**src/shared/sce_pkg.sv**
```systemverilog
// Constants for the host bus port and modem pin logic of the serial element.
// Assumes one 100 MHz clock; register selects are three bits wide.
package sce_pkg;

    // Register selects
    localparam logic [2:0] SCE_REG_DIV_LO = 3'h0;  // With divisor access bit set
    localparam logic [2:0] SCE_REG_DIV_HI = 3'h1;  // With divisor access bit set
    localparam logic [2:0] SCE_REG_IRQ_EN = 3'h1;
    localparam logic [2:0] SCE_REG_LINE   = 3'h3;
    localparam logic [2:0] SCE_REG_MCTRL  = 3'h4;
    localparam logic [2:0] SCE_REG_MSTAT  = 3'h6;

    // Interrupt enable fields
    localparam int SCE_IE_RX_DATA = 0;
    localparam int SCE_IE_TX_EMPTY = 1;
    localparam int SCE_IE_RX_ERR  = 2;
    localparam int SCE_IE_MODEM   = 3;

    // Line control field
    localparam int SCE_LC_DIV_ACC = 7;

    // Modem control fields
    localparam int SCE_MC_DTR  = 0;
    localparam int SCE_MC_RTS  = 1;
    localparam int SCE_MC_OUT2 = 3;
    localparam int SCE_MC_LOOP = 4;
    localparam int SCE_MC_AFE  = 5;

    // Modem status fields
    localparam int SCE_MS_D_CTS = 0;
    localparam int SCE_MS_D_DSR = 1;
    localparam int SCE_MS_D_DCD = 3;
    localparam int SCE_MS_CTS   = 4;
    localparam int SCE_MS_DSR   = 5;
    localparam int SCE_MS_DCD   = 7;

    // Reset values
    localparam logic [7:0]  SCE_RST_IRQ_EN = 8'h00;
    localparam logic [7:0]  SCE_RST_LINE   = 8'h00;
    localparam logic [7:0]  SCE_RST_MCTRL  = 8'h00;
    localparam logic [15:0] SCE_RST_DIV    = 16'h0001;
    localparam logic [7:0]  SCE_RST_DATA   = 8'h00;

endpackage : sce_pkg

```
**src/sce_addr_latch.sv**
```systemverilog
// Address strobe latch: passes register and chip selects while the strobe is low
// and holds the last low-phase values while it is high. Inputs synchronous to clk_i.
`timescale 1ns/100ps
module sce_addr_latch
    import sce_pkg::*;
(
    input  wire logic       clk_i,
    input  wire logic       rstn_i,
    input  wire logic       strobe_n_i,
    input  wire logic [2:0] reg_sel_i,
    input  wire logic       chip_sel_i,
    output logic      [2:0] reg_sel_o,
    output logic            chip_sel_o
);

    logic [2:0] sel_ff;
    logic [2:0] nxt_sel;
    logic       cs_ff;
    logic       nxt_cs;

    always_comb
    begin
        nxt_sel = sel_ff;
        nxt_cs  = cs_ff;
        if (!strobe_n_i)
        begin
            nxt_sel = reg_sel_i;
            nxt_cs  = chip_sel_i;
        end
    end

    always_ff @(posedge clk_i or negedge rstn_i)
    begin
        if (!rstn_i)
        begin
            sel_ff <= 3'h0;
            cs_ff  <= 1'b0;
        end
        else
        begin
            sel_ff <= nxt_sel;
            cs_ff  <= nxt_cs;
        end
    end

    // Transparent while low, frozen at the rising edge
    assign reg_sel_o  = strobe_n_i ? sel_ff : reg_sel_i;
    assign chip_sel_o = strobe_n_i ? cs_ff : chip_sel_i;

endmodule : sce_addr_latch

```
**src/sce_baud_gen.sv**
```systemverilog
// Baud clock generator: divides clk_i by a 16-bit divisor into a registered
// clock output. A divisor of zero stops the output low.
`timescale 1ns/100ps
module sce_baud_gen
    import sce_pkg::*;
(
    input  wire logic        clk_i,
    input  wire logic        rstn_i,
    input  wire logic [15:0] divisor_i,
    output logic             baud_o
);

    logic [15:0] cnt_ff;
    logic [15:0] nxt_cnt;
    logic        baud_ff;
    logic        nxt_baud;

    always_comb
    begin
        nxt_cnt  = cnt_ff;
        nxt_baud = 1'b0;
        if (divisor_i != 16'h0000)
        begin
            if (cnt_ff == 16'h0000 || cnt_ff >= divisor_i)
                nxt_cnt = divisor_i - 16'h0001;
            else
                nxt_cnt = cnt_ff - 16'h0001;
            // High for the upper half of each period
            nxt_baud = (nxt_cnt >= {1'b0, divisor_i[15:1]});
        end
    end

    always_ff @(posedge clk_i or negedge rstn_i)
    begin
        if (!rstn_i)
        begin
            cnt_ff  <= 16'h0000;
            baud_ff <= 1'b0;
        end
        else
        begin
            cnt_ff  <= nxt_cnt;
            baud_ff <= nxt_baud;
        end
    end

    assign baud_o = baud_ff;

endmodule : sce_baud_gen

```
**src/sce_host_port.sv**
```systemverilog
// Host bus port and modem pin logic of the asynchronous serial element.
// Assumes all pins are synchronous to clk_i; serial framing and FIFOs lie outside.
// Behaviour
// - The three register-select inputs choose the register on every read and write.
// - Selects pass through while strobe is low and hold from its rising edge.
// - Transmit 16x baud clock equals reference clock divided by the divisor.
// - Selected only with both high selects high and low select low.
// - Status bit 4 shows clear-to-send; bit 0 flags a change since read.
// - Clear-to-send change interrupts only with modem interrupts on and auto mode off.
// - In auto clear-to-send mode the input gates the next character start.
// - Status bit 7 shows carrier detect; bit 3 flags change; may interrupt.
// - Status bit 5 shows data-set-ready; bit 1 flags change; may interrupt.
// - Transceiver disable is high whenever the host is not reading.
// - Data-terminal-ready drives low when its control bit is set.
// - Data-terminal-ready goes inactive on master reset, loopback or cleared bit.
// - Interrupt output goes high when any enabled condition is pending.
// - Interrupt output drops once serviced or on master reset.
// - Active-high master reset clears all registers but the divisor and forces outputs other than the baud clock and receive tick to reset levels.
// - Eight-bit bidirectional data bus with output enable toward the host.
// - Read happens while selected and either read strobe is active.
// - Receiver is timed from a separate 16x receive clock input.
`timescale 1ns/100ps
module sce_host_port
    import sce_pkg::*;
(
    input  wire logic       clk_i,
    input  wire logic       rstn_i,
    input  wire logic       master_rst_i,
    input  wire logic [2:0] reg_sel_i,
    input  wire logic       addr_latch_strobe_n_i,
    input  wire logic       sel_hi_a_i,
    input  wire logic       sel_hi_b_i,
    input  wire logic       sel_lo_n_i,
    input  wire logic       read_strobe_n_i,
    input  wire logic       read_strobe_p_i,
    input  wire logic       write_strobe_n_i,
    input  wire logic [7:0] data_i,
    output logic      [7:0] data_o,
    output logic            data_oe_o,
    output logic            xcvr_disable_o,
    output logic            irq_out_o,
    input  wire logic       cts_n_i,
    input  wire logic       dsr_n_i,
    input  wire logic       dcd_n_i,
    output logic            dtr_n_o,
    output logic            tx_baud16_clk_out_o,
    input  wire logic       rx_clk16_i,
    output logic            rx_tick_o,
    input  wire logic       rx_err_i,
    input  wire logic       rx_avail_i,
    input  wire logic       rx_timeout_i,
    input  wire logic       fifo_mode_i,
    input  wire logic       tx_empty_i,
    output logic            tx_start_ok_o
);

    logic [2:0]  sel_reg;
    logic        sel_cs;
    logic        chip_sel;
    logic        rd_act;
    logic        wr_act;
    logic        rd_start;
    logic        wr_start;
    logic [2:0]  modem_lvl;
    logic [2:0]  modem_chg;
    logic        modem_pend;
    logic        irq_pend;
    logic [7:0]  rd_data;

    logic        rd_prev_ff;
    logic        wr_prev_ff;
    logic [7:0]  ier_ff;
    logic [7:0]  lcr_ff;
    logic [7:0]  mcr_ff;
    logic [15:0] div_ff;
    logic [2:0]  lvl_ff;
    logic [2:0]  delta_ff;
    logic [7:0]  dout_ff;
    logic        doe_ff;
    logic        xdis_ff;
    logic        irq_ff;
    logic        dtr_n_ff;
    logic        txok_ff;
    logic        rxc_prev_ff;
    logic        rxtick_ff;

    logic [7:0]  nxt_ier;
    logic [7:0]  nxt_lcr;
    logic [7:0]  nxt_mcr;
    logic [15:0] nxt_div;
    logic [2:0]  nxt_delta;
    logic [7:0]  nxt_dout;
    logic        nxt_doe;
    logic        nxt_xdis;
    logic        nxt_irq;
    logic        nxt_dtr_n;
    logic        nxt_txok;
    logic        nxt_rxtick;

    assign chip_sel = sel_hi_a_i & sel_hi_b_i & ~sel_lo_n_i;

    sce_addr_latch u_addr_latch (
        .clk_i      (clk_i),
        .rstn_i     (rstn_i),
        .strobe_n_i (addr_latch_strobe_n_i),
        .reg_sel_i  (reg_sel_i),
        .chip_sel_i (chip_sel),
        .reg_sel_o  (sel_reg),
        .chip_sel_o (sel_cs)
    );

    sce_baud_gen u_baud_gen (
        .clk_i     (clk_i),
        .rstn_i    (rstn_i),
        .divisor_i (div_ff),
        .baud_o    (tx_baud16_clk_out_o)
    );

    assign rd_act   = sel_cs & (~read_strobe_n_i | read_strobe_p_i);
    assign wr_act   = sel_cs & ~write_strobe_n_i;
    assign rd_start = rd_act & ~rd_prev_ff;
    assign wr_start = wr_act & ~wr_prev_ff;

    // Modem levels, true when active; loopback feeds them from modem control
    always_comb
    begin
        modem_lvl = {~dcd_n_i, ~dsr_n_i, ~cts_n_i};
        if (mcr_ff[SCE_MC_LOOP])
            modem_lvl = {mcr_ff[SCE_MC_OUT2], mcr_ff[SCE_MC_DTR], mcr_ff[SCE_MC_RTS]};
    end

    assign modem_chg = modem_lvl ^ lvl_ff;

    // Register read mux
    always_comb
    begin
        rd_data = 8'h00;
        unique case (sel_reg)
            SCE_REG_DIV_LO:
                rd_data = lcr_ff[SCE_LC_DIV_ACC] ? div_ff[7:0] : 8'h00;
            SCE_REG_IRQ_EN:
                rd_data = lcr_ff[SCE_LC_DIV_ACC] ? div_ff[15:8] : ier_ff;
            SCE_REG_LINE:
                rd_data = lcr_ff;
            SCE_REG_MCTRL:
                rd_data = mcr_ff;
            SCE_REG_MSTAT:
            begin
                rd_data[SCE_MS_CTS]   = lvl_ff[0];
                rd_data[SCE_MS_DSR]   = lvl_ff[1];
                rd_data[SCE_MS_DCD]   = lvl_ff[2];
                rd_data[SCE_MS_D_CTS] = delta_ff[0];
                rd_data[SCE_MS_D_DSR] = delta_ff[1];
                rd_data[SCE_MS_D_DCD] = delta_ff[2];
            end
            default:
                rd_data = 8'h00;
        endcase
    end

    // Modem interrupt: clear-to-send change counts only outside auto mode
    assign modem_pend = ier_ff[SCE_IE_MODEM]
                      & ((delta_ff[0] & ~mcr_ff[SCE_MC_AFE]) | delta_ff[1] | delta_ff[2]);

    assign irq_pend = (ier_ff[SCE_IE_RX_ERR] & rx_err_i)
                    | (ier_ff[SCE_IE_RX_DATA] & (rx_avail_i | (fifo_mode_i & rx_timeout_i)))
                    | (ier_ff[SCE_IE_TX_EMPTY] & tx_empty_i)
                    | modem_pend;

    // Next state of registers and outputs
    always_comb
    begin
        nxt_ier    = ier_ff;
        nxt_lcr    = lcr_ff;
        nxt_mcr    = mcr_ff;
        nxt_div    = div_ff;
        nxt_delta  = delta_ff;
        nxt_dout   = dout_ff;
        if (wr_start)
        begin
            unique case (sel_reg)
                SCE_REG_DIV_LO:
                    if (lcr_ff[SCE_LC_DIV_ACC])
                        nxt_div[7:0] = data_i;
                SCE_REG_IRQ_EN:
                    if (lcr_ff[SCE_LC_DIV_ACC])
                        nxt_div[15:8] = data_i;
                    else
                        nxt_ier = {4'h0, data_i[3:0]};
                SCE_REG_LINE:
                    nxt_lcr = data_i;
                SCE_REG_MCTRL:
                    nxt_mcr = {2'h0, data_i[5:0]};
                default:
                    nxt_ier = ier_ff;
            endcase
        end
        if (rd_start)
        begin
            nxt_dout = rd_data;
            if (sel_reg == SCE_REG_MSTAT)
                nxt_delta = 3'h0;
        end
        // A change in the reading cycle still sets its flag
        nxt_delta  = nxt_delta | modem_chg;
        nxt_doe    = rd_act;
        nxt_xdis   = ~rd_act;
        nxt_irq    = irq_pend;
        nxt_dtr_n  = ~(nxt_mcr[SCE_MC_DTR] & ~nxt_mcr[SCE_MC_LOOP]);
        nxt_txok   = ~mcr_ff[SCE_MC_AFE] | lvl_ff[0];
        nxt_rxtick = rx_clk16_i & ~rxc_prev_ff;
        if (master_rst_i)
        begin
            nxt_ier   = SCE_RST_IRQ_EN;
            nxt_lcr   = SCE_RST_LINE;
            nxt_mcr   = SCE_RST_MCTRL;
            nxt_delta = 3'h0;
            nxt_dout  = SCE_RST_DATA;
            nxt_doe   = 1'b0;
            nxt_xdis  = 1'b1;
            nxt_irq   = 1'b0;
            nxt_dtr_n = 1'b1;
            nxt_txok  = 1'b1;
        end
    end

    always_ff @(posedge clk_i or negedge rstn_i)
    begin
        if (!rstn_i)
        begin
            rd_prev_ff  <= 1'b0;
            wr_prev_ff  <= 1'b0;
            ier_ff      <= SCE_RST_IRQ_EN;
            lcr_ff      <= SCE_RST_LINE;
            mcr_ff      <= SCE_RST_MCTRL;
            div_ff      <= SCE_RST_DIV;
            lvl_ff      <= 3'h0;
            delta_ff    <= 3'h0;
            dout_ff     <= SCE_RST_DATA;
            doe_ff      <= 1'b0;
            xdis_ff     <= 1'b1;
            irq_ff      <= 1'b0;
            dtr_n_ff    <= 1'b1;
            txok_ff     <= 1'b1;
            rxc_prev_ff <= 1'b0;
            rxtick_ff   <= 1'b0;
        end
        else
        begin
            rd_prev_ff  <= rd_act;
            wr_prev_ff  <= wr_act;
            ier_ff      <= nxt_ier;
            lcr_ff      <= nxt_lcr;
            mcr_ff      <= nxt_mcr;
            div_ff      <= nxt_div;
            lvl_ff      <= modem_lvl;
            delta_ff    <= nxt_delta;
            dout_ff     <= nxt_dout;
            doe_ff      <= nxt_doe;
            xdis_ff     <= nxt_xdis;
            irq_ff      <= nxt_irq;
            dtr_n_ff    <= nxt_dtr_n;
            txok_ff     <= nxt_txok;
            rxc_prev_ff <= rx_clk16_i;
            rxtick_ff   <= nxt_rxtick;
        end
    end

    assign data_o         = dout_ff;
    assign data_oe_o      = doe_ff;
    assign xcvr_disable_o = xdis_ff;
    assign irq_out_o      = irq_ff;
    assign dtr_n_o        = dtr_n_ff;
    assign tx_start_ok_o  = txok_ff;
    assign rx_tick_o      = rxtick_ff;
endmodule : sce_host_port

```
**config.mk**
```make
export PLATFORM = sky130hd
export DESIGN_NAME = sce_host_port
export DESIGN_NICKNAME = d
export VERILOG_FILES = /design/src/shared/sce_pkg.sv /design/src/sce_addr_latch.sv /design/src/sce_baud_gen.sv /design/src/sce_host_port.sv
export SDC_FILE = /design/constraint.sdc
export NUM_CORES = 1
export LEC_CHECK = 0
export ABC_AREA = 1
export BUFFER_PORTS_ARGS = -buffer_cell sky130_fd_sc_hd__buf_2
export CAP_MARGIN = 20
export CORE_MARGIN = 2
export CORE_UTILIZATION = 40
export DETAILED_ROUTE_END_ITERATION = 10
export PLACE_DENSITY_LB_ADDON = 0.12
export SYNTH_ARGS = -nofsm -noshare
export SYNTH_HDL_FRONTEND = slang
export SYNTH_SLANG_ARGS = --single-unit
```
**constraint.sdc**
```tcl
create_clock -name clk_i -period 3.25 [get_ports clk_i]
set_input_delay 0.325 -clock clk_i [delete_from_list [all_inputs] [get_ports clk_i]]
set_output_delay 0.325 -clock clk_i [all_outputs]
set_load 0.005 [all_outputs]
```
[Word level (Yosys, flattened, before mapping)]
Index checks and enable logic that the tools add are counted.
Word-level totals
  register bits after elaboration: 84
  bits of input ports: 30
Cells by class
  bitwise logic cells: 37
  mux-type cells: 33
  $add $sub $neg: 2
  $lt $le $gt $ge: 2
  equal/unequal tests: 5
  reductions and logical operators: 14
Operators with widths (number)
  $mux 8: 14
  $mux 16: 2
  $sub 16x1->16 const B: 2
  $ge 16x15->1: 1
  $ge 16x16->1: 1
  $logic_not 16->1: 1
  $reduce_bool 16->1: 1
  $mux 3: 5
  $pmux 3 s5: 1
  $and 1x1->1: 14
  $not 1->1: 13
  $pmux 2 s5: 1
  $reduce_bool 2->1: 5
  $reduce_and 3->1: 3
  $or 1x1->1: 8
  $pmux 1 s4: 2
  $mux 1: 7
  $eq 3x3->1 const B: 2
  $pmux 1 s5: 1
  $reduce_and 2->1: 2
  $eq 3x1->1 const B: 1
  $eq 3x2->1 const B: 1
  $logic_not 3->1: 1
  $or 3x3->3: 1
  3 further kinds: 3

[Logic depth before layout (Yosys ltp)]
Gate-level depths: netlist (run 1).
  depth after elaboration: 10
  mapped depth: 37
  mapped depth without buffers: 36

[Modules after synthesis]
A second synthesis (run 1) with hierarchy kept.
Second synthesis, totals
  cell total of the unflattened synthesis: 734
  area total of the unflattened synthesis: 5215.0 µm²
Modules (own cells, without submodules)
  sce_host_port: cells an instance 329, area an instance 2680.1 µm², times used 1, seq. area each 1431.4 µm²
  sce_baud_gen: cells an instance 388, area an instance 2386.0 µm², times used 1, seq. area each 425.4 µm²
  sce_addr_latch: cells an instance 17, area an instance 148.9 µm², times used 1, seq. area each 100.1 µm²

[Least setup slack after synthesis (run 1)]
Ideal clock, no wire load.
  kind: reg-to-reg
  from: reg div_ff[13]
  to: reg u_baud_gen.baud_ff, in the netlist u_baud_gen.baud_o
  path buffers: 1
  cell stages (with the launch flop): 34
  arrival: 3134 ps
  data required time: 3132 ps
  slack: -1 ps
  cell sequence: dfrtp_1 > inv_1 > ha_1 > a21oi_1 > nor2_1 > nor2_2 > nand3_2 > nor2_4 > nand2_2 > buf_6 > nand2_1 > nand2_2 > ha_1 > inv_1 > xor2_1 > ha_1 > nand2_1 > nand2_1 > nand2_1 > nand2_1 > nand2_1 > nand2_1 > nand2_1 > nand2_1 > nand2_1 > nand2_1 > nand2_1 > nand2_1 > nand2_1 > nand2_1 > nand2_1 > nand2_1 > nand2_1 > nand2_1
On the way
  longest elaborated chain between the ends: 6
  elaborated cells on any way between the ends: 8
  those cells by class: add/sub: 1; order compare: 2; mux: 3; reduce/logical: 2
Ends and longest elaborated chain
  start, declared: RTL line sce_host_port.sv:75  | logic [15:0] div_ff;
  start signal, assigned: RTL line sce_host_port.sv:255  | div_ff <= nxt_div;
  $ge 16x16->1: RTL line sce_baud_gen.sv:24  | if (cnt_ff == 16'h0000 || cnt_ff >= divisor_i)
  $logic_or 1x1->1: RTL line sce_baud_gen.sv:24
  $mux 16: RTL line sce_baud_gen.sv:24
  $mux 16: RTL line sce_baud_gen.sv:22  | if (divisor_i != 16'h0000)
  $ge 16x15->1: RTL line sce_baud_gen.sv:29  | nxt_baud = (nxt_cnt >= {1'b0, divisor_i[15:1]});
  $mux 1 (*): RTL line sce_baud_gen.sv:22
  named net u_baud_gen.nxt_baud: RTL line sce_baud_gen.sv:16  | logic nxt_baud;
  end signal, assigned: RTL line sce_baud_gen.sv:43  | baud_ff <= nxt_baud;
  end, declared: RTL line sce_baud_gen.sv:15  | logic baud_ff;
Mark *: on every way through the listed nets, which the timed path passes. The rest lies on a longest branch. The select of a mux whose other input is x is not followed.
A chain may end at the register's enable or synchronous reset.

[Worst setup path in the final report (run 1)]
  from: reg u_baud_gen.cnt_ff[12]
  to: reg u_baud_gen.baud_ff, in the netlist u_baud_gen.baud_o
On the way
  longest elaborated chain between the ends: 6
  elaborated cells on any way between the ends: 8
  those cells by class: add/sub: 1; order compare: 2; mux: 3; reduce/logical: 2
Ends and longest elaborated chain
  start, declared: RTL line sce_baud_gen.sv:13  | logic [15:0] cnt_ff;
  start signal, assigned: RTL line sce_baud_gen.sv:42  | cnt_ff <= nxt_cnt;
  $ge 16x16->1 or $logic_not 16->1 (tied branches): RTL line sce_baud_gen.sv:24
  $logic_or 1x1->1: RTL line sce_baud_gen.sv:24
  $mux 16 (*): RTL line sce_baud_gen.sv:24
  $mux 16 (*): RTL line sce_baud_gen.sv:22
  $ge 16x15->1 (*): RTL line sce_baud_gen.sv:29
  $mux 1 (*): RTL line sce_baud_gen.sv:22
  named net u_baud_gen.nxt_baud: RTL line sce_baud_gen.sv:16
Marks and branches as above.

==> results.sh, run 1 <==
export IMPL_status="complete, but fails checks"
export IMPL_failed_checks="setup timing"
export IMPL_grt_antenna_before_repair=0
export IMPL_clk_pin_slew_worst_paths_ns=0.06
export IMPL_syn_num_nets=709
export IMPL_fp_dieW_um=114
export IMPL_drt_iter0_markers=459
export IMPL_hold_violations=0
export IMPL_grt_total_usage_pct=24.6
export IMPL_fmaxAchievable_mhz=293
export IMPL_clkSinkCount=78
export IMPL_drive_above_1_share_pct=34.0
export IMPL_die_area_mm2=0.0130
export IMPL_cts_root_buf="clkbuf_16"
export IMPL_peakVddDrop_v=0.000659
export IMPL_yosysWarningCount=0
export IMPL_swShare_pct=44.3
export IMPL_total_power_mw=9.13
export IMPL_pin_count=45
export IMPL_crit_family="simple AND/OR/NAND/NOR gates"
export IMPL_p_int_mw=5.08
export IMPL_multiInputGateArea_mm2=0.00276
export IMPL_area_growth_pct=40.2
export IMPL_netlist_area_mm2=0.00484
export IMPL_period_share_pct=105
export IMPL_n_fill_cell=1134
export IMPL_cpMostUsedCell="nand2_1"
export IMPL_setup_tns_ns=-0.359
export IMPL_max_slew_margin_rel_pct=44.5
export IMPL_seqCellArea_mm2=0.00196
export IMPL_crit_path_max_fanout=7
export IMPL_netSwitchingPower_mw=4.05
export IMPL_final_setup_skew_ns=0.00694
export IMPL_cts_tree="built"
export IMPL_worstSkewPairLatency_ns=0.34
export IMPL_fin_area_mm2=0.00678
export IMPL_critPathRequiredTime_ns=3.47
export IMPL_ys_types=44
export IMPL_start_util_pct=40.6
export IMPL_arrival_ns=3.63
export IMPL_start_kind="flip-flop"
export IMPL_ant_nets=0
export IMPL_synth_edff_count=0
export IMPL_grt_pass1_wl_mm=24.6
export IMPL_clkPwrFrac_pct=11.8
export IMPL_hold_class="in -> reg"
export IMPL_yosysTopAreaCellShare_pct=38.3
export IMPL_synth_top_area_cell="dfrtp_1"
export IMPL_htreeDepth=3
export IMPL_cts_buffers=9
export IMPL_drv_slew=0
export IMPL_dp_hpwl_mm=11.4
export IMPL_overflow=0
export IMPL_power_density_mw_per_mm2=1350
export IMPL_viasPerCell=5.15
export IMPL_leakage_nw=3.45
export IMPL_first_pass_iters=6
export IMPL_period_needed_ns=3.41
export IMPL_crit_path_max_incr_delay_ns=0.43
export IMPL_final_cell_mix="nand2_1 (161), buf_4 (114), inv_1 (83), dfrtp_1 (74), o21ai_0 (50)"
export IMPL_core_area_mm2=0.0119
export IMPL_synth_yosys_seq_area_share_pct=40.4
export IMPL_layout_commonest_cell="nand2_1"
export IMPL_setup_violations=3
export IMPL_grt_max_degree=79
export IMPL_fp_dieH_um=114
export IMPL_tightestPinTransition_ns=0.812
export IMPL_wl_mm=15.3
export IMPL_place_gp_congestion=0.939
export IMPL_power_frac_comb_pct=75.3
export IMPL_diodes=0
export IMPL_place_area_mm2=0.00585
export IMPL_routedWlPerCell_um=15.9
export IMPL_port_buffers=44
export IMPL_core_rowCount=40
export IMPL_syn_avg_cell_area_um2=7.48
export IMPL_postSynthCellCount=647
export IMPL_yosys_most_used_dff="dfrtp_1"
export IMPL_rsz0062_at_grt="true"
export IMPL_seqPwrFrac_pct=12.9
export IMPL_drcViolationCount=0
export IMPL_vias=4972
export IMPL_grt_pass1_vias=4826
export IMPL_synth_async_sr_flop_share_pct=100
export IMPL_synth_area_leaders="dfrtp_1 (38%), nand2_1 (14%), ha_1 (8.3%), inv_1 (7.4%), o21ai_0 (5.4%)"
export IMPL_crit_slowest_cell="dfrtp_1"
export IMPL_clock_tree_buffer_depth=2
export IMPL_worst_slack_ns=-0.160
export IMPL_nets=875
export IMPL_ys_ff_latch=78
export IMPL_maxCapViolations=0
export IMPL_crit_type="reg -> reg"
export IMPL_cp_end_kind="flip-flop"
export IMPL_critPathBufInv=5
-- state kept, by name, summed over array words and instances, names as in the netlist, 3 cells and up --
register	flops
ier_ff	4
lvl_ff	3
data_o	8
u_addr_latch.sel_ff	3
mcr_ff	6
lcr_ff	8
u_baud_gen.cnt_ff	16
delta_ff	3
div_ff	16
-- final cells by class --
| cell class | instances | area share [%] |
|---|---|---|
| Inverter | 106 | 5.98 |
| Sequential cell | 78 | 28.8 |
| Timing Repair Buffer | 164 | 17.2 |
| Clock inverter | 4 | 0.756 |
| Multi-Input combinational cell | 454 | 40.6 |
| Clock buffer | 12 | 3.93 |
| Tap cell | 147 | 2.71 |
-- what timing repair did --
item / 4_1_cts / 5_1_grt
hold buffers: 0 / 1
setup endpoints to repair: 1 / 3
buffers inserted: 26 / 4
resized for setup: 71 / 15
cloned: 1 / 0
pin swaps: 36 / 20
endpoints found under the hold margin: 0 / 28
-- final timing paths --
| path | depth (start not counted) | start | end | slack [ns] |
|---|---|---|---|---|
| worst max register to register | 25 | u_baud_gen.cnt_ff[12] | u_baud_gen.baud_o | -0.16 |
| worst min register to register | 1 | rxc_prev_ff | rx_tick_o | 0.39 |
| min in group asynchronous | 2 | rstn_i | ier_ff[2] | 0.46 |
| worst min-delay path | 1 | rx_clk16_i | rxc_prev_ff | 0.10 |
| max in group asynchronous | 3 | rstn_i | div_ff[0] | 2.16 |
| worst max-delay path | 25 | u_baud_gen.cnt_ff[12] | u_baud_gen.baud_o | -0.16 |
-- routing by layer --
| layer | up-vias | GRT usage [%] | part of all wire [%] |
|---|---|---|---|
| met3 | 26 | 3.08 | 5.7 |
| met5 | - | 0 | 0 |
| li1 | 2438 | - | - |
| met2 | 142 | 37.9 | 45 |
| met1 | 2366 | 35.9 | 46 |
| met4 | 0 | 8.21 | 2.4 |
-- synth_stat cells, types with 6 or more instances --
library cell  count
o21ai_1           7
and2_1            8
a21oi_1          18
nand3_1          41
inv_2             6
nand4_1          11
nor2_2           11
dfrtp_1          74
nor2_1           39
ha_1             32
o21ai_0          52
o22ai_1          10
inv_1            95
nand2_1         177
-- logic make-up after synthesis --
kind of cell	count (synthesis)	synth area share (%)
AOI/OAI and AO/OA	108	13.0
DFF	78	40.4
xor gates and xnor gates	6	1.09
buffers and inverters	116	9.44
and+or+nand+nor	307	27.8
adders and majority gates	32	8.27
-- stage by stage --
stage	hold WS, ns	util (%)	cells	worst slack [ns]
floorplan	0.0294	-	647	0.00627
global placement	0.386	49.1	916	-0.213
detailed placement	0.397	49.1	916	-0.219
CTS	0.0975	55.9	959	-0.108
global route	0.106	57.0	965	-0.419
finish	0.104	57.0	965	-0.160
-- power by group through the flow --
stage | Combinational [mW] | Clock (mW) | Sequential, mW
2_1_floorplan | 3.20 | 0 | 1.18
3_3_place_gp | 4.90 | 0 | 1.18
3_5_place_dp | 4.98 | 0 | 1.19
4_1_cts | 6.34 | 1.09 | 1.18
5_1_grt | 7.59 | 1.13 | 1.19
6_report | 6.87 | 1.07 | 1.18
Power figures use the tool's default switching activity.
==> run 2: changes to the inputs <==
Settings changed: CORE_MARGIN 2 to 1.5.
==> results.sh, run 2 (synthesis results as in run 1) <==
export IMPL_status="complete, but fails checks"
export IMPL_failed_checks="setup timing"
export IMPL_total_power_mw=8.46
export IMPL_die_area_mm2=0.0128
export IMPL_rsz0062_at_grt="true"
export IMPL_grtUsageMet1_pct=36.3
export IMPL_max_slew_margin_rel_pct=35.0
export IMPL_nets=848
export IMPL_maxCapViolations=0
export IMPL_final_cell_mix="nand2_1 (160), inv_1 (88), buf_4 (84), dfrtp_1 (73), o21ai_0 (52)"
export IMPL_layout_commonest_cell="nand2_1"
export IMPL_crit_type="reg -> reg"
export IMPL_arrival_ns=3.64
export IMPL_grt_total_usage_pct=24.9
export IMPL_tightestPinTransition_ns=0.951
export IMPL_worst_slack_ns=-0.169
export IMPL_met2_usage_pct=38.0
export IMPL_critPathRequiredTime_ns=3.48
export IMPL_htreeDepth=3
export IMPL_period_share_pct=105
export IMPL_grt_max_degree=79
export IMPL_drv_slew=0
export IMPL_drt_iter0_markers=331
export IMPL_preCtsSetupSlack_ns=-0.356
export IMPL_ant_nets=0
export IMPL_wl_mm=15.0
export IMPL_worstSkewPairLatency_ns=0.34
export IMPL_pin_count=45
export IMPL_multiInputGateArea_mm2=0.00279
export IMPL_grt_antenna_before_repair=0
export IMPL_final_setup_skew_ns=0.00773
export IMPL_dp_hpwl_mm=11.3
export IMPL_place_gp_congestion=0.953
export IMPL_routedWlPerCell_um=16.1
export IMPL_peakVddDrop_v=0.000630
export IMPL_cp_end_kind="flip-flop"
export IMPL_start_kind="flip-flop"
export IMPL_use_met3_pct=3.80
export IMPL_place_area_mm2=0.00581
export IMPL_first_pass_iters=5
export IMPL_fin_area_mm2=0.00661
export IMPL_clkSinkCount=78
export IMPL_n_fill_cell=1106
export IMPL_holdWs_ns=0.104
export IMPL_cts_tree="built"
export IMPL_leakage_nw=3.32
export IMPL_top_regs="div_ff: 16 flops, u_baud_gen.cnt_ff: 16 flops"
export IMPL_power_density_mw_per_mm2=1280
export IMPL_grt_pass1_vias=4710
export IMPL_clk_pin_slew_worst_paths_ns=0.06
export IMPL_hold_class="in -> reg"
export IMPL_hold_violations=0
export IMPL_viasPerCell=5.15
export IMPL_fp_dieW_um=113
export IMPL_fp_dieH_um=113
export IMPL_clock_tree_buffer_depth=2
export IMPL_fmaxAchievable_mhz=292
export IMPL_area_growth_pct=36.6
export IMPL_cts_root_buf="clkbuf_16"
export IMPL_seqCellArea_mm2=0.00196
export IMPL_start_util_pct=41.7
export IMPL_dp_cells=908
export IMPL_overflow=0
export IMPL_diodes=0
export IMPL_drive_above_1_share_pct=30.3
export IMPL_core_area_mm2=0.0116
export IMPL_setup_violations=1
export IMPL_grt_busiest_layer="met2"
export IMPL_vias=4804
export IMPL_final_cells=932
export IMPL_core_rowCount=39
export IMPL_grt_pass1_wl_mm=24.1
export IMPL_cts_buffers=9
export IMPL_drcViolationCount=0
export IMPL_period_needed_ns=3.42
export IMPL_port_buffers=44
export IMPL_crit_path_max_fanout=7
==> run 2: cell types whose count changed in the layout (fill, tap and decap cells not counted), moves of 3 or more <==
cell / before / now
inv_1: 83 / 88
inv_2: 17 / 12
buf_4: 114 / 84
clkinv_2: 3 / 0
==> run 2: layout make-up <==
| class | count | area share (%) |
|---|---|---|
| multi-input combinational | 454 | 42.2 |
| sequential | 78 | 29.6 |
| timing repair buffer | 137 | 14.9 |
| inverter | 106 | 6.10 |
| clock buffer | 11 | 3.82 |
| tap | 143 | 2.71 |
| clock inverter | 3 | 0.681 |
==> run 2: final timing paths <==
check	start	cells past startpoint	to	slack (ns)
setup / recovery	u_baud_gen.cnt_ff[12]	26	u_baud_gen.baud_o	-0.17
hold / removal	rx_clk16_i	1	rxc_prev_ff	0.10
setup reg to reg	u_baud_gen.cnt_ff[12]	26	u_baud_gen.baud_o	-0.17
hold reg to reg	rxc_prev_ff	1	rx_tick_o	0.41
max in group asynchronous	rstn_i	3	dtr_n_o	2.14
min in group asynchronous	rstn_i	2	data_o[5]	0.47
==> run 2: what timing repair did <==
item | 4_1_cts | 5_1_grt
cloned | 1 | 0
setup buffers | 7 | 0
endpoints found under the hold margin | 0 | 28
hold buffers | 0 | 1
pin swaps | 30 | 8
gates resized for setup | 60 | 20
endpoints found under the setup margin | 1 | 1
==> run 2: where the power goes <==
part | internal (mW) | switching (mW)
Combinational | 2.91 | 3.33
Clock | 0.628 | 0.396
Sequential | 1.09 | 0.108
Total | 4.62 | 3.84
==> run 2: critical path, stage by stage, from the launching register on <==
cell and delay, ns:
dfrtp_1 0.44, ha_4 0.29, nand4_1 0.19, inv_1 0.10, nand2_1 0.07, nand3_2 0.08, nor2_4 0.05, buf_12 0.14
buf_8 0.14, nand3_1 0.11, nand2_2 0.09, nor2_1 0.13, inv_1 0.10, nor2_2 0.13, nand3_1 0.11, and2_1 0.18
ha_1 0.19, a21oi_2 0.13, nor3_1 0.05, a211oi_1 0.22, nand2_1 0.07, nand2_1 0.06, nand2_1 0.04, nand2_1 0.05
nand2_1 0.05, nand2_1 0.05, nand2_1 0.05
==> run 2: per-stage QoR <==
stage | TNS [ns] | util, %
detailed placement | -0.356 | 50.1
CTS | -0.137 | 55.6
global placement | -0.363 | 50.1
finish | -0.169 | 56.9
global route | -0.439 | 56.9
floorplan | 0 | -
==> run 2: metal layers <==
| layer | wire length (µm) | part of all wire (%) |
|---|---|---|
| met4 | 227 | 1.5 |
| met3 | 779 | 5.2 |
| met5 | 0 | 0 |
| met1 | 7220 | 48 |
| met2 | 6820 | 45 |
